## config.mk

```make
export PLATFORM = sky130hd
export DESIGN_NAME = dhip_top
export DESIGN_NICKNAME = d
export VERILOG_FILES = /design/src/dhip_top.v
export VERILOG_INCLUDE_DIRS = /design/src
export SDC_FILE = /design/constraint.sdc
export NUM_CORES = 1
export LEC_CHECK = 0
export ABC_CLOCK_PERIOD_IN_PS = 5700
export BUFFER_PORTS_ARGS = -buffer_cell sky130_fd_sc_hd__buf_2
export CORE_ASPECT_RATIO = 1.4
export CORE_MARGIN = 8
export CORE_UTILIZATION = 45
export DETAILED_ROUTE_END_ITERATION = 8
export GPL_TIMING_DRIVEN = 0
export SETUP_SLACK_MARGIN = 0.4
export SYNTH_ARGS = -nofsm -noshare
export SYNTH_HDL_FRONTEND = slang
export SYNTH_SLANG_ARGS = --single-unit
```

## constraint.sdc

```tcl
create_clock -name clock_i -period 5.7 [get_ports clock_i]
set_input_delay 0.285 -clock clock_i [delete_from_list [all_inputs] [get_ports clock_i]]
set_output_delay 0.285 -clock clock_i [all_outputs]
set_load 0.1 [all_outputs]
```

## src/dhip_regs.vh

```
// Constants for the converter host interface front end
`ifndef DHIP_REGS_VH
`define DHIP_REGS_VH
// Channel address and word layout
`define DHIP_ADDR_W        5
`define DHIP_DATA_W        14
`define DHIP_WORD_W        20
`define DHIP_OFS_BIT       19
`define DHIP_ADDR_MSB      18
`define DHIP_ADDR_LSB      14
// Levels read from undriven pins
`define DHIP_ADDR_DFLT     5'h1f
`define DHIP_SDIN_DFLT     1'h1
`define DHIP_CTL_DFLT      1'h0
// Serial clock limits, host side
`define DHIP_SCLK_MAX_HZ   14000000
`define DHIP_SCLK_SH_HZ    20000000
// Acquisition time and its length in cycles at 250 MHz
`define DHIP_CLK_MHZ       250
`define DHIP_ACQ_NS        1000
`define DHIP_ACQ_CYC       ((`DHIP_ACQ_NS * `DHIP_CLK_MHZ + 999) / 1000)
// Buffer shape
`define DHIP_FIFO_DEPTH    16
`define DHIP_FIFO_AW       4
`endif

```

## src/dhip_top.v

```verilog
// Host interface front end: pin sampling, parallel and serial ports, buffer
`timescale 1ns/1ps
`include "dhip_regs.vh"

// ----------------------------------------------------------------
// Synchronous FIFO, flip-flop storage
// ----------------------------------------------------------------
module dhip_fifo #(
   parameter WIDTH = `DHIP_WORD_W,
   parameter DEPTH = `DHIP_FIFO_DEPTH,
   parameter AW    = `DHIP_FIFO_AW
) (
   input  wire             clock_i,
   input  wire             rst_b_i,
   input  wire [WIDTH-1:0] in_data_i,
   input  wire             in_valid_i,
   output wire             in_ready_o,
   output wire [WIDTH-1:0] out_data_o,
   output wire             out_valid_o,
   input  wire             out_ready_i
);
   reg [WIDTH-1:0] mem_r [0:DEPTH-1];
   reg [AW-1:0]    wr_ptr_r;
   reg [AW-1:0]    rd_ptr_r;
   reg [AW:0]      count_r;
   wire            push;
   wire            pop;

   // Handshakes on both sides
   assign in_ready_o  = (count_r != DEPTH[AW:0]);
   assign out_valid_o = (count_r != {(AW+1){1'b0}});
   assign out_data_o  = mem_r[rd_ptr_r];
   assign push        = in_valid_i & in_ready_o;
   assign pop         = out_valid_o & out_ready_i;

   // Storage write
   always @(posedge clock_i) begin
      if (push) begin
         mem_r[wr_ptr_r] <= in_data_i;
      end
   end

   // Pointers and fill level
   always @(posedge clock_i) begin
      if (!rst_b_i) begin
         wr_ptr_r <= {AW{1'b0}};
         rd_ptr_r <= {AW{1'b0}};
         count_r  <= {(AW+1){1'b0}};
      end else begin
         if (push) begin
            wr_ptr_r <= wr_ptr_r + 1'b1;
         end
         if (pop) begin
            rd_ptr_r <= rd_ptr_r + 1'b1;
         end
         if (push & ~pop) begin
            count_r <= count_r + 1'b1;
         end else if (pop & ~push) begin
            count_r <= count_r - 1'b1;
         end
      end
   end
endmodule

// ----------------------------------------------------------------
// Top: pin front end of the converter
// ----------------------------------------------------------------
module dhip_top #(
   parameter ACQ_CYC = `DHIP_ACQ_CYC,
   parameter DATA_W  = `DHIP_DATA_W
) (
   input  wire                    clock_i,
   input  wire                    rst_b_i,
   // Pins: value, plus far-end drive enable except on data, select and serial clock
   input  wire [`DHIP_ADDR_W-1:0] channel_address_pins_i,
   input  wire [`DHIP_ADDR_W-1:0] channel_address_drv_i,
   input  wire [DATA_W-1:0]       par_data_i,
   input  wire                    acquire_all_i,
   input  wire                    acquire_all_drv_i,
   input  wire                    sel_sync_b_i,
   input  wire                    wr_b_i,
   input  wire                    wr_b_drv_i,
   input  wire                    offset_sel_i,
   input  wire                    offset_sel_drv_i,
   input  wire                    interface_select_i,
   input  wire                    interface_select_drv_i,
   input  wire                    sclk_i,
   input  wire                    sdin_i,
   input  wire                    sdin_drv_i,
   // Readback source, same clock domain
   input  wire [DATA_W-1:0]       readback_data_i,
   // Pins driven by the device
   output reg                     dout_o,
   output reg                     dout_oe_o,
   output reg                     busy_o,
   // Core side
   output reg                     acquire_all_o,
   output reg                     serial_mode_o,
   output wire [`DHIP_WORD_W-1:0] word_o,
   output wire                    word_valid_o,
   input  wire                    word_ready_i,
   output reg                     overflow_o
);
   localparam CW = 16;
   // Acquisition states
   localparam ST_IDLE = 1'b0;
   localparam ST_ACQ  = 1'b1;

   // ----------------------------------------------------------------
   // Pin levels with pull defaults, then two-flop sync
   // ----------------------------------------------------------------
   wire [`DHIP_ADDR_W-1:0] addr_pin;
   wire [10:0]             pins_raw;
   reg  [10:0]             meta_r;
   reg  [10:0]             sync_r;
   reg  [DATA_W-1:0]       pdat_meta_r;
   reg  [DATA_W-1:0]       pdat_r;

   // Undriven address bits default high
   genvar gi;
   generate
      for (gi = 0; gi < `DHIP_ADDR_W; gi = gi + 1) begin : g_addr
         assign addr_pin[gi] = channel_address_drv_i[gi] ?
                               channel_address_pins_i[gi] : 1'b1;
      end
   endgenerate

   assign pins_raw = {
      sdin_drv_i ? sdin_i : `DHIP_SDIN_DFLT,
      acquire_all_drv_i ? acquire_all_i : `DHIP_CTL_DFLT,
      wr_b_drv_i ? wr_b_i : `DHIP_CTL_DFLT,
      offset_sel_drv_i ? offset_sel_i : `DHIP_CTL_DFLT,
      interface_select_drv_i ? interface_select_i : `DHIP_CTL_DFLT,
      sel_sync_b_i, sclk_i, addr_pin[3:0]};

   // Sync stage, first flop read only by second
   always @(posedge clock_i) begin
      if (!rst_b_i) begin
         meta_r      <= 11'h52f;                 // Idle pin levels
         sync_r      <= 11'h52f;
         pdat_meta_r <= {DATA_W{1'b0}};
         pdat_r      <= {DATA_W{1'b0}};
      end else begin
         meta_r      <= pins_raw;
         sync_r      <= meta_r;
         pdat_meta_r <= par_data_i;
         pdat_r      <= pdat_meta_r;
      end
   end

   // Top address bit synchronised alone
   reg a4_meta_r;
   reg a4_r;
   always @(posedge clock_i) begin
      if (!rst_b_i) begin
         a4_meta_r <= 1'b1;
         a4_r      <= 1'b1;
      end else begin
         a4_meta_r <= addr_pin[4];
         a4_r      <= a4_meta_r;
      end
   end

   // Named synchronised levels
   wire [4:0] addr_s    = {a4_r, sync_r[3:0]};
   wire       sclk_s    = sync_r[4];
   wire       sel_b_s   = sync_r[5];
   wire       ser_s     = sync_r[6];
   wire       ofs_s     = sync_r[7];
   wire       wr_b_s    = sync_r[8];
   wire       acq_s     = sync_r[9];
   wire       sdin_s    = sync_r[10];

   // ----------------------------------------------------------------
   // Edge detection on synchronised levels
   // ----------------------------------------------------------------
   reg  sclk_d_r;
   reg  sel_d_r;
   reg  pacc_d_r;
   reg  acq_d_r;
   wire par_acc  = ~ser_s & ~sel_b_s & ~wr_b_s;
   wire pacc_rise = par_acc & ~pacc_d_r;
   wire sclk_fall = sclk_d_r & ~sclk_s;
   wire sclk_rise = ~sclk_d_r & sclk_s;
   wire in_frame  = ser_s & ~sel_b_s;
   wire frm_start = ser_s & sel_d_r & ~sel_b_s;
   wire frm_end   = ser_s & ~sel_d_r & sel_b_s;
   wire acq_rise  = ~ser_s & acq_s & ~acq_d_r;

   always @(posedge clock_i) begin
      if (!rst_b_i) begin
         sclk_d_r <= 1'b0;                       // Host idles clock low
         sel_d_r  <= 1'b1;
         pacc_d_r <= 1'b0;
         acq_d_r  <= 1'b0;
      end else begin
         sclk_d_r <= sclk_s;
         sel_d_r  <= sel_b_s;
         pacc_d_r <= par_acc;
         acq_d_r  <= acq_s;
      end
   end

   // ----------------------------------------------------------------
   // Serial receive and readback shift
   // ----------------------------------------------------------------
   reg [`DHIP_WORD_W-1:0] sr_in_r;
   reg [4:0]              bit_cnt_r;
   reg [DATA_W-1:0]       sr_out_r;

   always @(posedge clock_i) begin
      if (!rst_b_i) begin
         sr_in_r   <= {`DHIP_WORD_W{1'b0}};
         bit_cnt_r <= 5'h00;
         sr_out_r  <= {DATA_W{1'b0}};
         dout_o    <= 1'b0;
         dout_oe_o <= 1'b0;
      end else begin
         if (frm_start) begin
            bit_cnt_r <= 5'h00;
            sr_out_r  <= readback_data_i;
         end else if (in_frame & sclk_fall) begin
            sr_in_r   <= {sr_in_r[`DHIP_WORD_W-2:0], sdin_s};
            if (bit_cnt_r != 5'h1f) begin
               bit_cnt_r <= bit_cnt_r + 5'h01;
            end
         end else if (in_frame & sclk_rise) begin
            dout_o   <= sr_out_r[DATA_W-1];
            sr_out_r <= {sr_out_r[DATA_W-2:0], 1'b0};
         end
         dout_oe_o <= in_frame;
      end
   end

   // ----------------------------------------------------------------
   // Word capture into the buffer
   // ----------------------------------------------------------------
   wire                    ser_done = frm_end &
                           (bit_cnt_r == `DHIP_WORD_W);
   wire [`DHIP_WORD_W-1:0] par_word = {ofs_s, addr_s, pdat_r};
   wire [`DHIP_WORD_W-1:0] push_word = ser_done ? sr_in_r : par_word;
   wire                    push_v   = ser_done | pacc_rise;
   wire                    fifo_rdy;

   dhip_fifo #(
      .WIDTH (`DHIP_WORD_W),
      .DEPTH (`DHIP_FIFO_DEPTH),
      .AW    (`DHIP_FIFO_AW)
   ) u_fifo (
      .clock_i     (clock_i),
      .rst_b_i     (rst_b_i),
      .in_data_i   (push_word),
      .in_valid_i  (push_v),
      .in_ready_o  (fifo_rdy),
      .out_data_o  (word_o),
      .out_valid_o (word_valid_o),
      .out_ready_i (word_ready_i)
   );

   // Sticky flag when a word meets a full buffer
   always @(posedge clock_i) begin
      if (!rst_b_i) begin
         overflow_o <= 1'b0;
      end else if (push_v & ~fifo_rdy) begin
         overflow_o <= 1'b1;
      end
   end

   // ----------------------------------------------------------------
   // Acquire-all sequence and busy
   // ----------------------------------------------------------------
   reg          st_r;
   reg [CW-1:0] acq_cnt_r;

   always @(posedge clock_i) begin
      if (!rst_b_i) begin
         st_r          <= ST_IDLE;
         acq_cnt_r     <= {CW{1'b0}};
         busy_o        <= 1'b1;
         acquire_all_o <= 1'b0;
         serial_mode_o <= 1'b0;
      end else begin
         serial_mode_o <= ser_s;
         acquire_all_o <= 1'b0;
         case (st_r)
            ST_IDLE: begin
               if (acq_rise) begin
                  st_r          <= ST_ACQ;
                  acq_cnt_r     <= ACQ_CYC[CW-1:0] - 1'b1;
                  acquire_all_o <= 1'b1;
                  busy_o        <= 1'b0;
               end
            end
            ST_ACQ: begin
               if (acq_cnt_r == {CW{1'b0}}) begin
                  st_r   <= ST_IDLE;
                  busy_o <= 1'b1;
               end else begin
                  acq_cnt_r <= acq_cnt_r - 1'b1;
               end
            end
            default: begin
               st_r   <= ST_IDLE;
               busy_o <= 1'b1;
            end
         endcase
      end
   end
endmodule

```

==> out/metrics.cfg, run 1 <==
[status]
outcome=finished clean

[global_routing]
antenna_found_initial=0
grt_max_degree=21
global_route.usage.total=0.173
grt.overflow.total=0
number_of_global_route_vias_before_repair=10000
grt_first_pass_wirelength_um=59000

[logic_synthesis]
ys_dominant_reg_cell=edfxtp_1
syn-cell-area_mm2=0.0173
synthCells=995
syn_avg_cell_area_um2=17.4
synth_edf_count=320
ys_seq_area_frac=0.711
synth-seq-cells=455
synth_warnings=0
syn_nets=1062
synthArstFlopShare=0
post_synth_num_cell_types=60

[floorplan]
fp-row-count=85
fp.dieH_um=248
top_level_ports=80
initial_core_util=0.453
floorplan.core_area_mm2=0.0382
die_area_mm2=0.0451
floorplan.die.width_um=182

[drt]
routedWlPerCell_um=22.8
first_iter_violations=654
vias=9336
drc=0
vias_per_cell=5.54
drt_wl_total_um=38400
detailedRoute.firstPassIterationCount=6
post_route_ant_nets=0

[critical_path]
critical_path_slowest_stage_cell=clkbuf_1
worst_r2r_path_depth=10
start_kind=flip-flop
worstPathCellList=clkbuf_1 > clkbuf_1 > mux4_2 > mux4_2 > buf_2
cp.required_ps=5410
timing.setup.critical_path_class=reg -> out
critPathMaxFanout=10
crit_arrival_ps=3170
setup.worst_path.end_class=output pin
regToRegSetupSlack_ps=2300
timing.critical_path.slowest_cell_delay_ps=700

[placed_design]
buffer_ports.inserted=78
post-dp-hpwl_um=24800
placed_cells_incl_taps=1564
replace_congestion=0.809

[sta]
achievable-frequency_ghz=0.290
hold_violations=0
finalCritPeriodShare=0.606
final-max-slew-violation-count=0
rsz0062_at_grt=no
finalCriticalPeriod_ps=3450
setup_violating_endpoint_count_in_the_final_report=0
maxSlewHeadroom=0.0894
finClkSkew_ps=20.6
tightestPinTransition_ps=1370

[power]
power.density_mw_per_mm2=384
power.ir.vdd_worst_v=0.000222
power_mw=7.76
power.static_leakage_nw=6.69

[clock_network]
clk_path_buf_depth=3
clock_transition_time_at_the_flip_flop_clock_pins_of_the_worst_setup_and_hold_paths_ps=60
cts_sinks=455
cts_buffers=42
h-tree-depth=2
cts_tree=done
post_cts_resize_count=0
root_buffer=clkbuf_16
clock_latency_ps=550

[layout]
post_layout_nonfiller_instances=1686
finalNetCount=1246
most_frequent_cells_in_the_layout=edfxtp_1, dfxtp_1, mux4_2
final.fill_count=3046
area_growth_syn_to_layout_pct=16.7
final_layout_size_suffix_gt1_frac=0.243
seq_area_mm2=0.0123
most_common_cell_after_layout_fill_and_taps_aside=edfxtp_1
multi_input_comb_area_mm2=0.00481
antenna_cells=0

[min_path]
hold_depth=3
hold_class=in -> reg

[run]
drv.max_cap_violation_count=0

==> critical path, delay by kind of cell (launching register included) <==
family	cells	cell delay, ps
buffers and inverters	3	1340
flip-flops	1	310
multiplexers	2	960
==> report_power, final <==
| part | switching, mW | internal [mW] |
|---|---|---|
| Combinational | 0.966 | 0.586 |
| Clock | 1.14 | 1.47 |
| Sequential | 0.0356 | 3.57 |
| Total | 2.15 | 5.62 |
==> through the flow <==
step | util | setup TNS [ps] | hold slack, ps | worst slack (ps) | cell area, µm²
after floorplan | - | 0 | 368 | 1990 | 17300
after global placement | 0.479 | -57800 | 393 | -998 | 18300
after detailed placement | 0.484 | 0 | 398 | 2410 | 18500
after CTS | 0.529 | 0 | 0.508 | 2210 | 20200
after global routing | 0.529 | 0 | 35.5 | 2070 | 20200
final | 0.529 | 0 | 18.9 | 2250 | 20200
==> cells by family after synthesis <==
logic type,share of synthesized area
AO/OA/AOI/OAI,0.0318
buffers and inverters,0.0140
multiplexers,0.151
adder cells (fa/ha/maj),0.0106
flip-flops,0.711
AND/OR/NAND/NOR,0.0773
XOR/XNOR,0.00405
==> per-layer routing <==
layer / share of wire / GRT usage / vias to the layer above
met3: 0.038 / 0.0258 / 68
met2: 0.54 / 0.321 / 233
met5: 0 / 0 / -
met1: 0.40 / 0.203 / 4767
met4: 0.025 / 0.0594 / 0
li1: - / - / 4268
==> flip-flops by register name (all words and copies together) (netlist names), 11 cells and up, named ones only <==
signal	cells
acq_cnt_r	16
meta_r	11
pdat_meta_r	14
pdat_r	14
sr_in_r	20
sr_out_r	14
sync_r	11
u_fifo.mem_r	320
==> Yosys cell counts (5+ instances only) <==
cell        n  area, µm²
inv_1       8       30.0
nor2_1     46        173
and3_1     13       81.3
buf_2       8       40.0
mux2_2     20        225
nand2_1    54        203
edfxtp_1  320       9610
nand3_1    15       75.1
nor4b_1     7       61.3
nand2b_1   22        138
and2_1     39        244
nor3_1      8       40.0
nor4_1      5       31.3
nand3b_1    6       45.0
ha_1       13        163
dfxtp_1   135       2700
a222oi_1   13        130
o21ai_0     5       25.0
a21oi_1    36        180
mux2i_1    14        140
mux4_2    100       2250
nor2b_1     6       37.5
clkbuf_1   40        150
==> area by class of cell <==
cell class                      instances  share of cell area
Sequential cell                       455               0.609
Multi-Input combinational cell        480               0.238
Clock buffer                           62              0.0579
Timing Repair Buffer                  140              0.0497
Tap cell                              478              0.0296
Buffer                                 51              0.0103
Clock inverter                         11             0.00390
Inverter                                9             0.00167
==> path summary, 6_finish.rpt <==
check	startpoint	end
worst min-delay path	readback_data_i[13]	sr_out_r[13]$_SDFFE_PN0P_
worst max-delay path	flip-flop	word_o[19]
worst max register to register	sync_r[6]$_SDFF_PN0_	u_fifo.count_r[4]$_SDFFE_PN0P_
worst min register to register	meta_r[5]$_SDFF_PN1_	sync_r[5]$_SDFF_PN1_
==> timing repair <==
item                                   CTS  global route
hold buffers                            49             0
buffers inserted                         0             0
endpoints found under the hold margin   39             0
Power figures use the tool's default switching activity.
==> run 2, diff against run 1 <==
--- a/config.mk
+++ b/config.mk
@@ -6,7 +6,7 @@
 export SDC_FILE = /design/constraint.sdc
 export NUM_CORES = 1
 export LEC_CHECK = 0
-export ABC_CLOCK_PERIOD_IN_PS = 5700
+export ABC_CLOCK_PERIOD_IN_PS = 3500
 export BUFFER_PORTS_ARGS = -buffer_cell sky130_fd_sc_hd__buf_2
 export CORE_ASPECT_RATIO = 1.4
 export CORE_MARGIN = 8
==> constraint.sdc (replaced) <==
create_clock -name clock_i -period 3.5 [get_ports clock_i]
set_input_delay 0.175 -clock clock_i [delete_from_list [all_inputs] [get_ports clock_i]]
set_output_delay 0.175 -clock clock_i [all_outputs]
set_load 0.1 [all_outputs]
==> out/metrics.cfg, run 2 (synthesis gave the netlist of run 1 again) <==
[global_routing]
global_route.usage.total=0.174  ; +0.000821
grt.overflow.total=0  ; unchanged
number_of_global_route_vias_before_repair=10000  ; +0.010%
grt_first_pass_wirelength_um=59100  ; about the same
busiest_layer=met2
antenna_found_initial=0  ; unchanged
grtUsageMet1=0.199  ; -0.00440
grt_max_degree=21  ; unchanged
globalRouteMet2Util=0.323  ; +0.00188
met3_usage=0.0283  ; +0.00248

[clock_network]
root_buffer=clkbuf_16
h-tree-depth=2  ; unchanged
cts_tree=done
clk_path_buf_depth=3  ; unchanged
cts_buffers=42  ; unchanged
cts_sinks=455  ; unchanged
clock_latency_ps=550  ; about the same
clock_transition_time_at_the_flip_flop_clock_pins_of_the_worst_setup_and_hold_paths_ps=60  ; about the same

[power]
power.static_leakage_nw=6.83  ; +2.2%
power_share_of_the_clock_group=0.355  ; +0.019
netSwitchingFraction=0.277  ; about the same
comb_power_share=0.198  ; -0.002
power.ir.vdd_worst_v=0.000465  ; +110%
power.density_mw_per_mm2=640  ; +67%
p_int_mw=9.50  ; +69%
power.share.sequential=0.447  ; -0.017
switching_power_mw=3.63  ; +69%

[critical_path]
critical_path.startpoint=sync_r[6]$_SDFF_PN0_
startpoint_of_the_worst_slack_reg_to_reg_timing_path=sync_r[6]$_SDFF_PN0_
timing.rr.end=u_fifo.count_r[4]$_SDFFE_PN0P_
critPathMaxFanout=8  ; -2
regToRegSetupSlack_ps=430  ; -1870 ps
crit_arrival_ps=3530  ; +360 ps
worst_setup_endpoint=u_fifo.count_r[4]$_SDFFE_PN0P_
cp.required_ps=3960  ; -1450 ps
start_kind=flip-flop
setup.worst_path.end_class=flip-flop
timing.setup.critical_path_class=reg -> reg
worst_r2r_path_depth=10  ; unchanged

[drt]
vias_per_cell=5.53  ; -0.19%
vias=9351  ; +0.16%
first_iter_violations=586  ; -10%
drt_wl_total_um=39000  ; +1.6%
post_route_ant_nets=0  ; unchanged
detailedRoute.firstPassIterationCount=6  ; unchanged
drc=0  ; unchanged
routedWlPerCell_um=23.0  ; +1.2%

[layout]
antenna_cells=0  ; unchanged
most_common_cell_after_layout_fill_and_taps_aside=edfxtp_1
reg.largest.list=u_fifo.mem_r: 320 flops, sr_in_r: 20 flops, acq_cnt_r: 16 flops
largest_register=u_fifo.mem_r
finalNetCount=1250  ; +0.32%
area_growth_syn_to_layout_pct=18.5
number_of_flip_flops_under_the_largest_register_name=320  ; unchanged
most_frequent_cells_in_the_layout=edfxtp_1, dfxtp_1, mux4_2
final_layout_size_suffix_gt1_frac=0.263  ; +0.0202
post_layout_nonfiller_instances=1692  ; +0.36%

[sta]
finalCriticalPeriod_ps=3070
achievable-frequency_ghz=0.326
setup_slack_ps=433  ; -1820 ps
hold_violations=0  ; unchanged
tightestPinTransition_ps=1340  ; -30.2 ps
rsz0062_at_grt=yes
maxSlewHeadroom=0.110  ; +0.0201
final-max-slew-violation-count=0  ; unchanged
setup_violating_endpoint_count_in_the_final_report=0  ; unchanged
finalCritPeriodShare=0.876
finClkSkew_ps=16.6  ; -4.02 ps

[floorplan]
fp.dieH_um=248  ; unchanged
floorplan.core_area_mm2=0.0382  ; unchanged
die_area_mm2=0.0451  ; unchanged
fp-row-count=85  ; unchanged
floorplan.die.width_um=182  ; unchanged
top_level_ports=80  ; unchanged
initial_core_util=0.453  ; unchanged

[placed_design]
preCtsSetupSlack_ps=158  ; -2250 ps
post-dp-hpwl_um=24300  ; -2.0%
placed_cells_incl_taps=1562  ; -0.13%
replace_congestion=0.807  ; -0.19%
buffer_ports.inserted=78  ; unchanged

[status]
outcome=finished clean

[min_path]
hold_class=in -> reg

[run]
drv.max_cap_violation_count=0  ; unchanged

==> run 2: changes by cell type in the layout (fill, tap and decap cells not counted), sizes merged <==
cell	before	now
buf	102	106
inv	10	13
clkinv	9	10
dlygate4sd3	49	50
bufinv	1	4
clkdlybuf4s15	0	2
clkbuf	102	93
clkinvlp	0	1
==> run 2: area by class of cell <==
class	count	area [µm²]
Sequential cell	455	12300
Timing Repair Buffer	144	1080
Clock inverter	19	211
Multi-Input combinational cell	480	4830
Buffer	51	262
Clock buffer	56	1190
Inverter	9	33.8
Tap cell	478	598
Fill cell	3009	17700
==> run 2: stage by stage <==
step / total power, mW / utilization / hold WS (ps) / TNS [ps] / instance area, µm²
finish: 13.1 / 0.537 / 40.3 / 0 / 20500
global route: 13.6 / 0.537 / 54.3 / 0 / 20500
CTS: 13.3 / 0.535 / 10.5 / 0 / 20400
detailed placement: 8.53 / 0.484 / 364 / 0 / 18500
global placement: 8.50 / 0.480 / 364 / -226000 / 18300
floorplan: 7.97 / - / 258 / -12390 / 17300
==> run 2: worst min path at each step <==
stage / from / endpoint / slack [ps] / cells past startpoint
2_1_floorplan: channel_address_drv_i[4] / a4_meta_r$_SDFF_PN1_ / 260 / 1
3_3_place_gp: channel_address_pins_i[4] / a4_meta_r$_SDFF_PN1_ / 360 / 2
3_5_place_dp: channel_address_pins_i[4] / a4_meta_r$_SDFF_PN1_ / 360 / 2
4_1_cts: word_ready_i / u_fifo.rd_ptr_r[2]$_SDFFE_PN0P_ / 10 / 4
5_1_grt: rst_b_i / sel_d_r$_SDFF_PN1_ / 50 / 2
6_report: rst_b_i / sel_d_r$_SDFF_PN1_ / 40 / 2
==> run 2: power groups by stage <==
stage | Sequential, mW | Combinational (mW) | Clock [mW]
2_1_floorplan | 5.97 | 2.00 | 0
3_3_place_gp | 5.98 | 2.52 | 0
3_5_place_dp | 5.98 | 2.54 | 0
4_1_cts | 5.87 | 2.63 | 4.76
5_1_grt | 5.88 | 2.76 | 4.96
6_report | 5.87 | 2.60 | 4.67
==> run 2: metal layers <==
metal	wire, µm	vias up
li1	-	4284
met1	15400	4758
met2	20800	235
met3	1580	74
met4	1290	0
met5	0	-
==> run 2: critical path, cell delays in order, from the launching register on <==
cell	delay, ps
dfxtp_1	390
or4_1	580
o31a_1	260
nor2_4	190
ha_1	180
inv_1	110
fa_1	430
a21o_1	190
a21oi_1	180
mux2i_1	260
mux2i_1	210
==> run 2: repair_timing <==
action / in CTS / in global routing
gates resized for setup: 22 / 9
hold buffers: 50 / 0
setup buffers: 0 / 4
hold endpoints to repair: 40 / 0
endpoints found under the setup margin: 141 / 98
pin swaps: 0 / 1
